**src/common/uart_irq_regs.svh**
```systemverilog
// register map, field positions, codes and trigger tables of the channel
`ifndef UART_IRQ_REGS_SVH
`define UART_IRQ_REGS_SVH

// byte addresses on the register bus
`define ADDR_INT_ENABLE   8'h00
`define ADDR_INT_STATUS   8'h04
`define ADDR_FIFO_CTRL    8'h08
`define ADDR_FEATURE      8'h0C
`define ADDR_ENH_FEATURE  8'h10
`define ADDR_MODEM_CTRL   8'h14

`define REG_RESET         8'h00

// interrupt_enable fields
`define IEN_RX_DATA       0
`define IEN_TX_READY      1
`define IEN_LINE          2
`define IEN_MODEM         3
`define IEN_FLOW_CHAR     5
`define IEN_RTS_OUT       6
`define IEN_CTS_IN        7

// fifo_control fields
`define FC_ENABLE         0
`define FC_RX_RST         1
`define FC_TX_RST         2
`define FC_TX_TRG         5:4
`define FC_RX_TRG         7:6

// feature_control, enhanced_feature and modem_control fields
`define FT_AUTO485        5
`define FT_TABLE          7:6
`define EF_ENHANCED       4
`define EF_AUTO_RTS       6
`define EF_AUTO_CTS       7
`define MC_DTR_DSR        2

// interrupt_status codes, bits 5:0
`define CODE_LINE         6'h06
`define CODE_RX_DATA      6'h04
`define CODE_TIMEOUT      6'h0C
`define CODE_TX_READY     6'h02
`define CODE_MODEM        6'h00
`define CODE_FLOW_CHAR    6'h10
`define CODE_FLOW_PIN     6'h20
`define CODE_NONE         6'h01

// receive time-out span: characters and extra bit times
`define TO_CHARS          7'h04
`define TO_EXTRA_BITS     7'h0C

// trigger tables, one byte per selection, selection 0 in the low byte
`define TBL_SEL_A         2'h0
`define TBL_SEL_B         2'h1
`define TBL_SEL_C         2'h2
`define TRG_A_RX          32'h0E080401
`define TRG_A_TX          32'h01010101
`define TRG_B_RX          32'h1C181008
`define TRG_B_TX          32'h1E180810
`define TRG_C_RX          32'h3C381008
`define TRG_C_TX          32'h38201008

// bus responses
`define RESP_OKAY         2'h0
`define RESP_SLVERR       2'h2

`endif

```
**src/common/uart_irq_pkg.sv**
```systemverilog
// types shared by the channel interrupt logic
package uart_irq_pkg;

  // status and strobes from the rest of the channel, all on CLOCK
  typedef struct packed {
    logic [8:0] rx_count;
    logic [8:0] tx_count;
    logic       thr_empty;
    logic       tsr_empty;
    logic [3:0] line_err;
    logic       line_status_rd;
    logic       rhr_rd;
    logic       rx_push;
    logic       thr_wr;
    logic [3:0] modem_delta;
    logic       modem_status_rd;
    logic       flow_char_det;
    logic       rts_out;
    logic       dtr_out;
    logic       wake;
    logic       summary_rd;
    logic       bit_tick;
    logic [3:0] char_bits;
  } uart_evt_s;

  typedef struct packed {
    logic [7:0] interrupt_enable;
    logic       fifo_en;
    logic [1:0] rx_trg_sel;
    logic [1:0] tx_trg_sel;
    logic [7:0] feature_control;
    logic [7:0] enhanced_feature;
    logic [7:0] modem_control;
    logic       line_pend;
    logic       timeout_pend;
    logic       tx_pend;
    logic       modem_pend;
    logic       flow_char_pend;
    logic       flow_pin_pend;
    logic       wake_pend;
    logic       tx_below_prev;
    logic       tx_empty_prev;
    logic       ier_tx_prev;
    logic       flow_in_prev;
    logic       flow_out_prev;
    logic       cts_meta;
    logic       cts_sync;
    logic       dsr_meta;
    logic       dsr_sync;
    logic [6:0] timer;
    logic       rx_fifo_rst;
    logic       tx_fifo_rst;
    logic       aw_held;
    logic [7:0] aw_addr;
    logic       w_held;
    logic [7:0] w_data;
    logic       w_lane0;
    logic       bvalid;
    logic [1:0] bresp;
    logic       rvalid;
    logic [31:0] rdata;
    logic [1:0] rresp;
  } state_s;

endpackage

```
**src/hdl/uart_irq_top.sv**
```systemverilog
// channel interrupt sources, priority status and fifo control registers
//
// The implementer's own choices: the register addresses and the AXI4-Lite interface to the registers.
`timescale 1ns/1ps
`default_nettype none
`include "uart_irq_regs.svh"

module uart_irq_top
  import uart_irq_pkg::*;
(
  // clock and reset
  input  wire logic                   CLOCK,
  input  wire logic                   RST_N,
  // axi4-lite write address and data
  input  wire logic [7:0]             S_AXI_AWADDR,
  input  wire logic                   S_AXI_AWVALID,
  output logic                        S_AXI_AWREADY,
  input  wire logic [31:0]            S_AXI_WDATA,
  input  wire logic [3:0]             S_AXI_WSTRB,
  input  wire logic                   S_AXI_WVALID,
  output logic                        S_AXI_WREADY,
  // axi4-lite write response
  output logic [1:0]                  S_AXI_BRESP,
  output logic                        S_AXI_BVALID,
  input  wire logic                   S_AXI_BREADY,
  // axi4-lite read
  input  wire logic [7:0]             S_AXI_ARADDR,
  input  wire logic                   S_AXI_ARVALID,
  output logic                        S_AXI_ARREADY,
  output logic [31:0]                 S_AXI_RDATA,
  output logic [1:0]                  S_AXI_RRESP,
  output logic                        S_AXI_RVALID,
  input  wire logic                   S_AXI_RREADY,
  // channel status and strobes
  input  wire uart_irq_pkg::uart_evt_s EVENTS,
  input  wire logic [7:0]             PROG_RX_TRIGGER,
  input  wire logic [7:0]             PROG_TX_TRIGGER,
  // flow control pins, asynchronous
  input  wire logic                   CTS_N_PIN,
  input  wire logic                   DSR_N_PIN,
  // controls to the channel
  output logic                        FIFO_ENABLE,
  output logic                        AUTO_RS485,
  output logic                        RX_FIFO_RESET,
  output logic                        TX_FIFO_RESET,
  output logic [7:0]                  RX_TRIGGER,
  output logic [7:0]                  TX_TRIGGER,
  // interrupt requests
  output logic                        CHANNEL_IRQ,
  output logic                        WAKE_IRQ
);

  import uart_irq_pkg::*;

  //--------------------------------------------------------------------
  // reset release
  //--------------------------------------------------------------------
  logic [1:0] rst_pipe_r;
  logic       rst_n;

  always_ff @(posedge CLOCK or negedge RST_N) begin
    if (!RST_N) begin
      rst_pipe_r <= 2'h0;
    end else begin
      rst_pipe_r <= {rst_pipe_r[0], 1'b1};
    end
  end

  assign rst_n = rst_pipe_r[1];

  //--------------------------------------------------------------------
  // state
  //--------------------------------------------------------------------
  state_s     s_r;
  state_s     s_nxt;
  logic [7:0] rx_level;
  logic [7:0] tx_level;
  logic [5:0] code;

  trigger_table u_trigger_table (
    .TABLE_SEL (s_r.feature_control[`FT_TABLE]),
    .RX_SEL    (s_r.rx_trg_sel),
    .TX_SEL    (s_r.tx_trg_sel),
    .PROG_RX   (PROG_RX_TRIGGER),
    .PROG_TX   (PROG_TX_TRIGGER),
    .RX_LEVEL  (rx_level),
    .TX_LEVEL  (tx_level)
  );

  function automatic logic addr_mapped(input logic [7:0] addr);
    addr_mapped = (addr == `ADDR_INT_ENABLE)  ||
                  (addr == `ADDR_INT_STATUS)  ||
                  (addr == `ADDR_FIFO_CTRL)   ||
                  (addr == `ADDR_FEATURE)     ||
                  (addr == `ADDR_ENH_FEATURE) ||
                  (addr == `ADDR_MODEM_CTRL);
  endfunction

  //--------------------------------------------------------------------
  // source levels and priority
  //--------------------------------------------------------------------
  logic rx_data_act;
  logic rx_nonempty;

  assign rx_nonempty = (EVENTS.rx_count != 9'h000);

  // level source: it drops by itself once reads take the count down
  assign rx_data_act = s_r.interrupt_enable[`IEN_RX_DATA] &
    (s_r.fifo_en ? (EVENTS.rx_count >= {1'b0, rx_level})
                 : rx_nonempty);

  // only the top source is shown; lower ones wait in their flags
  always_comb begin
    if (s_r.line_pend) begin
      code = `CODE_LINE;
    end else if (rx_data_act) begin
      code = `CODE_RX_DATA;
    end else if (s_r.timeout_pend) begin
      code = `CODE_TIMEOUT;
    end else if (s_r.tx_pend) begin
      code = `CODE_TX_READY;
    end else if (s_r.modem_pend) begin
      code = `CODE_MODEM;
    end else if (s_r.flow_char_pend) begin
      code = `CODE_FLOW_CHAR;
    end else if (s_r.flow_pin_pend) begin
      code = `CODE_FLOW_PIN;
    end else begin
      code = `CODE_NONE;
    end
  end

  //--------------------------------------------------------------------
  // next state
  //--------------------------------------------------------------------
  always_comb begin
    logic       aw_ok;
    logic       w_ok;
    logic [7:0] waddr;
    logic [7:0] wdata;
    logic       wlane;
    logic       do_wr;
    logic       isr_rd;
    logic       tx_below;
    logic       tx_empty;
    logic       tx_set;
    logic       flow_in;
    logic       flow_out;
    logic [6:0] to_limit;
    logic       to_fire;
    aw_ok    = 1'b0;
    w_ok     = 1'b0;
    waddr    = 8'h00;
    wdata    = 8'h00;
    wlane    = 1'b0;
    do_wr    = 1'b0;
    isr_rd   = 1'b0;
    tx_below = 1'b0;
    tx_empty = 1'b0;
    tx_set   = 1'b0;
    flow_in  = 1'b0;
    flow_out = 1'b0;
    to_limit = 7'h00;
    to_fire  = 1'b0;
    s_nxt    = s_r;

    s_nxt.rx_fifo_rst = 1'b0;
    s_nxt.tx_fifo_rst = 1'b0;

    // write: address and data are taken in either order
    if (S_AXI_AWVALID && S_AXI_AWREADY) begin
      s_nxt.aw_held = 1'b1;
      s_nxt.aw_addr = S_AXI_AWADDR;
    end
    if (S_AXI_WVALID && S_AXI_WREADY) begin
      s_nxt.w_held  = 1'b1;
      s_nxt.w_data  = S_AXI_WDATA[7:0];
      s_nxt.w_lane0 = S_AXI_WSTRB[0];
    end
    aw_ok = s_r.aw_held | (S_AXI_AWVALID & S_AXI_AWREADY);
    w_ok  = s_r.w_held | (S_AXI_WVALID & S_AXI_WREADY);
    waddr = s_r.aw_held ? s_r.aw_addr : S_AXI_AWADDR;
    wdata = s_r.w_held ? s_r.w_data : S_AXI_WDATA[7:0];
    wlane = s_r.w_held ? s_r.w_lane0 : S_AXI_WSTRB[0];
    if (aw_ok && w_ok && !s_r.bvalid) begin
      do_wr         = wlane;
      s_nxt.aw_held = 1'b0;
      s_nxt.w_held  = 1'b0;
      s_nxt.bvalid  = 1'b1;
      s_nxt.bresp   = addr_mapped(waddr) ? `RESP_OKAY : `RESP_SLVERR;
    end
    if (s_r.bvalid && S_AXI_BREADY) begin
      s_nxt.bvalid = 1'b0;
    end

    if (do_wr) begin
      unique case (waddr)
        `ADDR_INT_ENABLE:  s_nxt.interrupt_enable  = wdata;
        `ADDR_FEATURE:     s_nxt.feature_control = wdata;
        `ADDR_ENH_FEATURE: s_nxt.enhanced_feature  = wdata;
        `ADDR_MODEM_CTRL:  s_nxt.modem_control  = wdata;
        `ADDR_FIFO_CTRL: begin
          s_nxt.fifo_en = wdata[`FC_ENABLE];
          if (wdata[`FC_ENABLE]) begin
            s_nxt.rx_trg_sel  = wdata[`FC_RX_TRG];
            s_nxt.rx_fifo_rst = wdata[`FC_RX_RST];
            s_nxt.tx_fifo_rst = wdata[`FC_TX_RST];
            if (s_r.enhanced_feature[`EF_ENHANCED]) begin
              s_nxt.tx_trg_sel = wdata[`FC_TX_TRG];
            end
          end
        end
        default: ;
      endcase
    end

    // read: data registered, answered the cycle after acceptance
    if (S_AXI_ARVALID && S_AXI_ARREADY) begin
      s_nxt.rvalid = 1'b1;
      s_nxt.rresp  = addr_mapped(S_AXI_ARADDR) ? `RESP_OKAY : `RESP_SLVERR;
      s_nxt.rdata  = 32'h00000000;
      unique case (S_AXI_ARADDR)
        `ADDR_INT_ENABLE:  s_nxt.rdata[7:0] = s_r.interrupt_enable;
        `ADDR_FEATURE:     s_nxt.rdata[7:0] = s_r.feature_control;
        `ADDR_ENH_FEATURE: s_nxt.rdata[7:0] = s_r.enhanced_feature;
        `ADDR_MODEM_CTRL:  s_nxt.rdata[7:0] = s_r.modem_control;
        `ADDR_INT_STATUS: begin
          isr_rd             = 1'b1;
          s_nxt.rdata[7:0]   = {s_r.fifo_en, s_r.fifo_en, code};
        end
        default: ;
      endcase
    end
    if (s_r.rvalid && S_AXI_RREADY) begin
      s_nxt.rvalid = 1'b0;
    end

    // line status: set wins over the clearing read
    s_nxt.line_pend = (s_r.line_pend & ~EVENTS.line_status_rd) |
      (s_r.interrupt_enable[`IEN_LINE] & (EVENTS.line_err != 4'h0));

    // transmit ready: two events in fifo mode, one without
    tx_below = s_r.fifo_en & (EVENTS.tx_count < {1'b0, tx_level});
    tx_empty = s_r.fifo_en
      ? ((EVENTS.tx_count == 9'h000) &
         (~s_r.feature_control[`FT_AUTO485] | EVENTS.tsr_empty))
      : EVENTS.thr_empty;
    s_nxt.tx_below_prev = tx_below;
    s_nxt.tx_empty_prev = tx_empty;
    s_nxt.ier_tx_prev   = s_r.interrupt_enable[`IEN_TX_READY];
    // an empty reached without refilling above trigger still fires once
    tx_set = s_r.interrupt_enable[`IEN_TX_READY] &
      ((tx_below & ~s_r.tx_below_prev) |
       (tx_empty & ~s_r.tx_empty_prev) |
       (tx_empty & ~s_r.ier_tx_prev));
    // status read clears it only when it is the code shown
    s_nxt.tx_pend = (s_r.tx_pend & ~EVENTS.thr_wr &
      ~(isr_rd & (code == `CODE_TX_READY))) | tx_set;

    // modem deltas
    s_nxt.modem_pend = (s_r.modem_pend & ~EVENTS.modem_status_rd) |
      (s_r.interrupt_enable[`IEN_MODEM] & (EVENTS.modem_delta != 4'h0));

    // flow or special character
    s_nxt.flow_char_pend = (s_r.flow_char_pend &
      ~(isr_rd & (code == `CODE_FLOW_CHAR))) |
      (s_r.interrupt_enable[`IEN_FLOW_CHAR] & EVENTS.flow_char_det);

    // flow pins: input pins are synchronised before the edge detector
    s_nxt.cts_meta = CTS_N_PIN;
    s_nxt.cts_sync = s_r.cts_meta;
    s_nxt.dsr_meta = DSR_N_PIN;
    s_nxt.dsr_sync = s_r.dsr_meta;
    flow_in  = s_r.modem_control[`MC_DTR_DSR] ? s_r.dsr_sync : s_r.cts_sync;
    flow_out = s_r.modem_control[`MC_DTR_DSR] ? EVENTS.dtr_out : EVENTS.rts_out;
    s_nxt.flow_in_prev  = flow_in;
    s_nxt.flow_out_prev = flow_out;
    s_nxt.flow_pin_pend = (s_r.flow_pin_pend & ~EVENTS.modem_status_rd) |
      (s_r.enhanced_feature[`EF_AUTO_CTS] & s_r.interrupt_enable[`IEN_CTS_IN] &
       flow_in & ~s_r.flow_in_prev) |
      (s_r.enhanced_feature[`EF_AUTO_RTS] & s_r.interrupt_enable[`IEN_RTS_OUT] &
       flow_out & ~s_r.flow_out_prev);

    // wake-up, reported outside the status priority
    s_nxt.wake_pend = (s_r.wake_pend & ~EVENTS.summary_rd) |
      EVENTS.wake;

    // receive time-out: bit ticks since the last push or read
    to_limit = 7'(`TO_CHARS * {3'h0, EVENTS.char_bits}) + `TO_EXTRA_BITS;
    if (EVENTS.rx_push || EVENTS.rhr_rd || !s_r.fifo_en || !rx_nonempty)
    begin
      s_nxt.timer = 7'h00;
    end else if (EVENTS.bit_tick && (s_r.timer != to_limit)) begin
      s_nxt.timer = s_r.timer + 7'h01;
    end
    // fires on the tick that reaches the limit, so it cannot refire
    to_fire = s_r.fifo_en & rx_nonempty & EVENTS.bit_tick &
              ~EVENTS.rx_push & ~EVENTS.rhr_rd &
              (s_r.timer == (to_limit - 7'h01));
    s_nxt.timeout_pend = (s_r.timeout_pend & ~EVENTS.rhr_rd) |
      (s_r.interrupt_enable[`IEN_RX_DATA] & to_fire);
  end

  //--------------------------------------------------------------------
  // registers
  //--------------------------------------------------------------------
  always_ff @(posedge CLOCK or negedge rst_n) begin
    if (!rst_n) begin
      s_r      <= '0;
      s_r.interrupt_enable  <= `REG_RESET;
      s_r.feature_control <= `REG_RESET;
    end else begin
      s_r <= s_nxt;
    end
  end

  //--------------------------------------------------------------------
  // outputs
  //--------------------------------------------------------------------
  assign S_AXI_AWREADY = ~s_r.aw_held & ~s_r.bvalid;
  assign S_AXI_WREADY  = ~s_r.w_held & ~s_r.bvalid;
  assign S_AXI_BVALID  = s_r.bvalid;
  assign S_AXI_BRESP   = s_r.bresp;
  assign S_AXI_ARREADY = ~s_r.rvalid;
  assign S_AXI_RVALID  = s_r.rvalid;
  assign S_AXI_RDATA   = s_r.rdata;
  assign S_AXI_RRESP   = s_r.rresp;

  assign FIFO_ENABLE   = s_r.fifo_en;
  assign AUTO_RS485    = s_r.feature_control[`FT_AUTO485];
  assign RX_FIFO_RESET = s_r.rx_fifo_rst;
  assign TX_FIFO_RESET = s_r.tx_fifo_rst;
  assign RX_TRIGGER    = rx_level;
  assign TX_TRIGGER    = tx_level;

  assign CHANNEL_IRQ   = (code != `CODE_NONE);
  assign WAKE_IRQ      = s_r.wake_pend;

endmodule // uart_irq_top
`default_nettype wire

```
**src/hdl/trigger_table.sv**
```systemverilog
// trigger level lookup shared by receive and transmit
`timescale 1ns/1ps
`default_nettype none
`include "uart_irq_regs.svh"

module trigger_table (
  // selections
  input  wire logic [1:0] TABLE_SEL,
  input  wire logic [1:0] RX_SEL,
  input  wire logic [1:0] TX_SEL,
  // programmable levels for the fourth table
  input  wire logic [7:0] PROG_RX,
  input  wire logic [7:0] PROG_TX,
  // chosen levels
  output logic      [7:0] RX_LEVEL,
  output logic      [7:0] TX_LEVEL
);

  function automatic logic [7:0] pick(input logic [31:0] word,
                                      input logic [1:0]  sel);
    pick = word[{sel, 3'h0} +: 8];
  endfunction

  // one table select feeds both directions, so they can never disagree
  always_comb begin
    unique case (TABLE_SEL)
      `TBL_SEL_A: begin
        RX_LEVEL = pick(`TRG_A_RX, RX_SEL);
        TX_LEVEL = pick(`TRG_A_TX, TX_SEL);
      end
      `TBL_SEL_B: begin
        RX_LEVEL = pick(`TRG_B_RX, RX_SEL);
        TX_LEVEL = pick(`TRG_B_TX, TX_SEL);
      end
      `TBL_SEL_C: begin
        RX_LEVEL = pick(`TRG_C_RX, RX_SEL);
        TX_LEVEL = pick(`TRG_C_TX, TX_SEL);
      end
      default: begin
        RX_LEVEL = PROG_RX;
        TX_LEVEL = PROG_TX;
      end
    endcase
  end

endmodule // trigger_table
`default_nettype wire

```
**config.mk**
```make
export PLATFORM = sky130hd
export DESIGN_NAME = uart_irq_top
export DESIGN_NICKNAME = d
export VERILOG_FILES = /design/src/common/uart_irq_pkg.sv /design/src/hdl/uart_irq_top.sv /design/src/hdl/trigger_table.sv
export VERILOG_INCLUDE_DIRS = /design/src /design/src/common
export SDC_FILE = /design/constraint.sdc
export NUM_CORES = 1
export LEC_CHECK = 0
export BUFFER_PORTS_ARGS = -buffer_cell sky130_fd_sc_hd__buf_4
export CORE_AREA = 2 2 109 111
export DETAILED_ROUTE_END_ITERATION = 10
export DIE_AREA = 0 0 111 113
export PLACE_DENSITY_LB_ADDON = 0.05
export SYNTH_ARGS = -nofsm -noshare
export SYNTH_HDL_FRONTEND = slang
export SYNTH_HIERARCHICAL = 1
export SYNTH_SLANG_ARGS = --single-unit
```
**constraint.sdc**
```tcl
create_clock -name CLOCK -period 6.45 [get_ports CLOCK]
set_input_delay 0.9675 -clock CLOCK [delete_from_list [all_inputs] [get_ports CLOCK]]
set_output_delay 0.9675 -clock CLOCK [all_outputs]
set_load 0.1 [all_outputs]
```
==> flow_metrics.py, run 1 <==
metrics = {
    "run_status": {
        "status": "finished, final reports clean",
    },
    "routing": {
        "routed_via_density": 5.45,
        "routed_wl_um": 12600,
        "drt-pass1-iter-count": 5,
        "first_iter_violations": 144,
        "ant_nets": 0,
        "wl_per_cell_um": 16.1,
        "dr_total_vias": 4271,
        "drc": 0,
    },
    "timing": {
        "drv_slew": 0,
        "finalCritPeriodShare_pct": 75.6,
        "worst_slew_pin_slew_ns": 0.980,
        "finalSetupTns_ns": 0,
        "fmax_mhz": 205,
        "slew-limit-headroom_pct": 34.6,
        "setup_viol": 0,
        "hold_viol_final": 0,
        "fin_crit_ns": 4.88,
        "skew_ns": 0.00594,
        "rsz0062_at_grt": "no",
    },
    "clocking": {
        "cts_tree": "built",
        "cts_max_path_buffers": 2,
        "htreeDepth": 3,
        "clk_pin_slew_ns": 0.06,
        "holdBufCountCts": 0,
        "cts_sinks": 95,
        "postCtsResizedCells": 0,
        "clk_latency_ns": 0.34,
        "clockRootBuffer": "clkbuf_16",
        "cts_buffers": 9,
        "postCtsSetupBuffers": 0,
    },
    "synth": {
        "synth_fa_ha_area_share_pct": 5.15,
        "synth_edf_count": 0,
        "synth_area_leaders": "dfrtp_1 (43%), mux2_2 (13%), ha_1 (5.1%), buf_4 (5.0%), inv_1 (2.6%)",
        "synth_mux_area_share_pct": 15.8,
        "synth_top_cell_by_area": "dfrtp_1",
        "ys_ff_latch": 95,
        "synth-compound-area-share_pct": 12.1,
        "synth_xor_area_share_pct": 1.72,
        "synth_area_per_cell_sq_um": 10.8,
        "yosys_warnings": 6,
        "synth_ff_type": "dfrtp_1",
        "yosysSeqAreaShare_pct": 42.5,
        "async_flop_share_pct": 100,
        "synth_simple_gate_area_share_pct": 14.1,
        "syn_area_sq_mm": 0.00559,
        "synth_top_family_by_area": "multiplexers",
        "yosysTopAreaCellShare_pct": 42.5,
        "syn_inst": 519,
        "ys_types": 71,
    },
    "floorplanning": {
        "fp.coreArea_sq_mm": 0.0113,
        "start_util_pct": 49.6,
        "die_h_um": 113,
        "die-area_sq_mm": 0.0125,
        "io-pin-count": 183,
        "die_w_um": 111,
        "rows": 39,
    },
    "cells_and_area": {
        "final_cell_mix": "buf_4 (130), dfrtp_1 (94), mux2_2 (67)",
        "syn_to_final_growth_pct": 22.0,
        "final_common_cell": "buf_4",
        "antenna_cells": 0,
        "fin_nets": 779,
        "drive_gt1_share_pct": 35.9,
    },
    "critical_path": {
        "crit_family": "compound AO/OA/AOI/OAI gates",
        "path_common_cell": "ha_1",
        "required_ns": 5.48,
        "crit_path_max_fanout": 25,
        "startpoint_type": "flip-flop",
        "crit_path_cell_trace": "ha_1 > nor2b_1 > a22o_1 > inv_1 > ha_1 > nand3_1 > o211ai_1 > a221oi_1 > o21ai_1 > or3_1 > buf_4",
        "slowest_stage": "ha_1",
        "critPathArrivalTime_ns": 3.91,
        "cp_num_buf_inv": 2,
        "slowest_delay_ns": 0.73,
        "crit_type": "reg -> out",
        "cp-end-kind": "output port",
    },
    "global_routing": {
        "grt-ovfl-total": 0,
        "antenna_found_initial": 0,
        "grt_first_pass_wirelength_um": 21000,
        "grt_max_degree": 81,
        "track_usage_pct": 20.7,
        "grt_pass1_vias": 4301,
    },
    "hold_path": {
        "hold_class": "reg -> async",
    },
    "placement": {
        "io_buffers": 129,
        "dp_hpwl_um": 9650,
        "finalWeightedCongestion": 0.865,
    },
    "power": {
        "cellPowerDensity_mw_per_mm2": 311,
        "peakVddDrop_v": 0.000384,
        "total_power_mw": 2.12,
        "leakagePower_nw": 3.20,
    },
    "flow_run": {
        "drv_cap": 0,
    },
}
cell families (layout without fill, tap and decap cells):
logic type / Yosys count / in the layout
AO/OA/AOI/OAI: 96 / 96
XOR/XNOR: 11 / 11
adder cells (fa/ha/maj): 23 / 23
buffers and inverters: 87 / 183
flip-flops: 95 / 95
multiplexers: 76 / 76
other: 2 / 27
AND/OR/NAND/NOR: 129 / 129
stage by stage:
stage	hold WS (ns)	std cells	instance area (sq um)	util [%]	setup slack [ns]
after floorplan	0.331	544	5680	-	0.217
after global placement	0.172	768	6510	57.8	1.98
after detailed placement	0.174	768	6510	57.8	1.94
after CTS	0.176	783	6820	60.5	1.56
after global routing	0.190	783	6820	60.5	1.25
final	0.175	783	6820	60.5	1.57
final cells by class:
class,instances,area (sq um)
clock inverter,4,70.1
clock buffer,11,243
fill,994,4450
inverter,38,143
tap,143,179
multi-input combinational,362,2830
timing repair buffer,130,976
sequential,95,2380
routing by layer:
metal | wire length (um) | vias to the layer above | GRT usage (%)
met5 | 0 | - | 0
met4 | 156 | 0 | 6.33
met3 | 722 | 10 | 3.59
met2 | 6130 | 134 | 35.3
met1 | 5570 | 2084 | 27.3
li1 | - | 2043 | -
synthesized netlist by cell type, drive strengths merged (7+ instances only):
master	count
a21oi	11
a22oi	10
buf	42
clkbuf	7
dfrtp	95
ha	23
inv	38
mux2	67
mux2i	7
nand2	28
nand2b	10
nand3	13
nor2	21
nor4	10
o21ai	24
o22ai	9
registers in the layout, summed over array words and instances (netlist names):
| signal | flops |
|---|---|
| s_r | 73 |
| S_AXI_RDATA | 8 |
| S_AXI_BRESP | 1 |
| S_AXI_BVALID | 1 |
| WAKE_IRQ | 1 |
| rst_pipe_r | 2 |
| RX_FIFO_RESET | 1 |
| TX_FIFO_RESET | 1 |
| S_AXI_RVALID | 1 |
| S_AXI_RRESP | 1 |
| AUTO_RS485 | 1 |
| FIFO_ENABLE | 1 |
| s_nxt | 3 |
where the power goes:
| group | internal, mW | switching [mW] | total [mW] |
|---|---|---|---|
| sequential | 0.699 | 0.0893 | 0.788 |
| clock | 0.347 | 0.217 | 0.564 |
| combinational | 0.262 | 0.510 | 0.772 |
| total | 1.31 | 0.817 | 2.12 |
final timing paths:
path,startpoint,endpoint,slack [ns],cells after the start
worst min-delay path,rst_pipe_r[1]$_DFF_PN0_,s_r[81]$_DFF_PN0_,0.17,0
worst max-delay path,s_r[105]$_DFFE_PN0P_,CHANNEL_IRQ,1.57,11
worst min register to register,rst_pipe_r[1]$_DFF_PN0_,s_r[81]$_DFF_PN0_,0.17,0
max in group asynchronous,rst_pipe_r[1]$_DFF_PN0_,s_r[45]$_DFFE_PN0P_,5.05,1
min in group CLOCK,s_nxt[68]$_DFF_PN0_,s_r[68]$_DFF_PN0_,0.35,0
worst max register to register,s_r[105]$_DFFE_PN0P_,S_AXI_RDATA[4]$_DFFE_PN0P_,2.97,10
(Power assumes the default switching activity.)
==> run 2, diff against run 1 <==
CORE_AREA = 2 2 114 116   (was 2 2 109 111)
DIE_AREA = 0 0 116 118   (was 0 0 111 113)
clock period = 4.4 ns   (was 6.45 ns; I/O delays follow)
==> run 2 against run 1 <==
Combinational power up 46%; die area up 9.1%; core utilization down 4.9 points; non-clock buffer count up 2; routed wire length up 2.6%; clock-buffer cell count up 2; critical path type unchanged.
==> flow_metrics.py, run 2 (synthesis results as in run 1) <==
metrics = {
    "global_routing": {
        "grt-ovfl-total": 0,
        "antenna_found_initial": 0,
        "grt_max_degree": 61,
        "grt_pass1_vias": 4203,
        "grtUsageMet1_pct": 25.5,
        "grt_first_pass_wirelength_um": 20700,
        "gr-usage-met3_pct": 3.04,
        "track_usage_pct": 19.0,
        "top_usage_layer": "met2",
        "use_met2_pct": 32.1,
    },
    "cells_and_area": {
        "syn_to_final_growth_pct": 23.6,
        "fin_nets": 781,
        "final_cell_mix": "buf_4 (132), dfrtp_1 (94), mux2_2 (67)",
        "final_common_cell": "buf_4",
        "final_core_util_pct": 55.7,
        "stdcell_count": 815,
        "largest_register_ffs": 73,
        "drive_gt1_share_pct": 36.7,
        "max_flop_register": "s_r",
        "antenna_cells": 0,
    },
    "clocking": {
        "cts_max_path_buffers": 2,
        "clk_pin_slew_ns": 0.06,
        "holdBufCountCts": 0,
        "cts_tree": "built",
        "cts_buffers": 9,
        "clockRootBuffer": "clkbuf_16",
        "postCtsSetupBuffers": 0,
        "cts_sinks": 95,
        "clk_latency_ns": 0.34,
        "htreeDepth": 3,
        "postCtsResizedCells": 0,
    },
    "timing": {
        "slew-limit-headroom_pct": 43.0,
        "fmax_mhz": 242,
        "rsz0062_at_grt": "no",
        "fin_crit_ns": 4.14,
        "finalCritPeriodShare_pct": 94.1,
        "drv_slew": 0,
        "worst_slew_pin_slew_ns": 0.854,
        "skew_ns": 0.00420,
        "hold_viol_final": 0,
        "setup_viol": 0,
    },
    "critical_path": {
        "path_common_cell": "buf_4",
        "cp_num_buf_inv": 4,
        "crit_type": "reg -> out",
        "rr_endpoint": "s_r[79]$_DFF_PN0_",
        "required_ns": 3.74,
        "r2r_cells": 12,
        "crit_path_max_fanout": 14,
        "slowest_delay_ns": 0.53,
        "slowest_stage": "ha_1",
        "rrSetupSlack_ns": 1.09,
        "crit_path_cell_trace": "ha_1 > buf_4 > a22o_1 > inv_1 > ha_1 > nand3_1 > o211ai_1 > a221oi_1 > buf_4 > o21ai_1 > or3_1 > buf_4",
        "cp-end-kind": "output port",
        "crit_family": "adder cells",
        "startpoint_type": "flip-flop",
        "critPathArrivalTime_ns": 3.48,
        "r2r-start": "s_r[105]$_DFFE_PN0P_",
    },
    "routing": {
        "ant_nets": 0,
        "wl_per_cell_um": 15.8,
        "routed_via_density": 5.16,
        "dr_total_vias": 4208,
        "first_iter_violations": 209,
        "routed_wl_um": 12900,
        "drt-pass1-iter-count": 4,
        "drc": 0,
    },
    "power": {
        "p_seq_share_pct": 37.2,
        "power.share.clock_pct": 26.9,
        "internal-power_mw": 1.94,
        "pwr-share-comb_pct": 35.9,
        "leakagePower_nw": 3.22,
        "cellPowerDensity_mw_per_mm2": 455,
        "swShare_pct": 38.3,
        "power_switching_mw": 1.20,
        "peakVddDrop_v": 0.000561,
    },
    "placement": {
        "finalWeightedCongestion": 0.877,
        "dp_hpwl_um": 9870,
        "dp_cells": 799,
        "io_buffers": 129,
    },
    "floorplanning": {
        "start_util_pct": 45.0,
        "rows": 41,
        "die_h_um": 118,
        "io-pin-count": 183,
        "die-area_sq_mm": 0.0137,
        "fp.coreArea_sq_mm": 0.0124,
        "die_w_um": 116,
    },
    "run_status": {
        "status": "finished, final reports clean",
    },
    "hold_path": {
        "hold_class": "in -> async",
    },
    "flow_run": {
        "drv_cap": 0,
    },
}
==> run 2: cell count changes in the layout (fill, tap and decap cells not counted), sizes merged <==
cell,previous run,this run
clkbuf,11,13
clkinv,2,1
buf,130,132
==> run 2: metal layers <==
layer	part of all wire, %	wire length, um
met5	0	0
met4	1.3	164
met3	4.9	632
met2	48	6250
met1	45	5860
==> run 2: area by class of cell <==
class | instances | area (sq um)
repair buffers | 132 | 991
clock buffers | 13 | 260
flip-flops and latches | 95 | 2380
well taps | 172 | 215
clock inverters | 3 | 65.1
fillers | 1138 | 5500
inverters | 38 | 143
multi-input cells | 362 | 2860
==> run 2: power groups by stage <==
| stage | Sequential (mW) | Clock, mW | Combinational, mW |
|---|---|---|---|
| final | 1.17 | 0.847 | 1.13 |
| after global routing | 1.19 | 0.898 | 1.20 |
| after CTS | 1.17 | 0.866 | 1.14 |
| after detailed placement | 1.18 | 0 | 1.13 |
| after global placement | 1.17 | 0 | 1.12 |
| after floorplan | 1.19 | 0 | 0.877 |
==> run 2: worst max path at each step <==
stage | start | endpoint | slack [ns] | depth (start not counted)
CTS | s_r[105]$_DFFE_PN0P_ | CHANNEL_IRQ | 0.22 | 12
global placement | s_r[105]$_DFFE_PN0P_ | CHANNEL_IRQ | 0.64 | 12
global route | s_r[105]$_DFFE_PN0P_ | CHANNEL_IRQ | 0.02 | 12
floorplan | s_r[104]$_DFFE_PN0P_ | CHANNEL_IRQ | -0.04 | 10
detailed placement | s_r[105]$_DFFE_PN0P_ | CHANNEL_IRQ | 0.61 | 12
finish | s_r[105]$_DFFE_PN0P_ | CHANNEL_IRQ | 0.26 | 12
==> run 2: worst register-to-register path: stages, from the launching register on <==
cell and delay, ns:
dfrtp_1 0.44, ha_1 0.53, buf_4 0.29, nor2_1 0.07, a32oi_1 0.19, a21boi_1 0.26
inv_1 0.09, ha_1 0.21, or4_1 0.50, a21oi_1 0.17, o31a_1 0.17, a22oi_1 0.14
o2bb2ai_1 0.19
==> run 2: per-stage QoR <==
step | area (sq um) | TNS (ns) | total power [mW] | setup WS (ns) | hold slack [ns]
finish | 6910 | 0 | 3.14 | 0.261 | 0.0878
global route | 6910 | 0 | 3.29 | 0.0214 | 0.0834
CTS | 6910 | 0 | 3.17 | 0.220 | 0.0771
detailed placement | 6590 | 0 | 2.32 | 0.605 | 0.335
global placement | 6590 | 0 | 2.29 | 0.635 | 0.333
floorplan | 5710 | -0.0361 | 2.07 | -0.0361 | 0.331
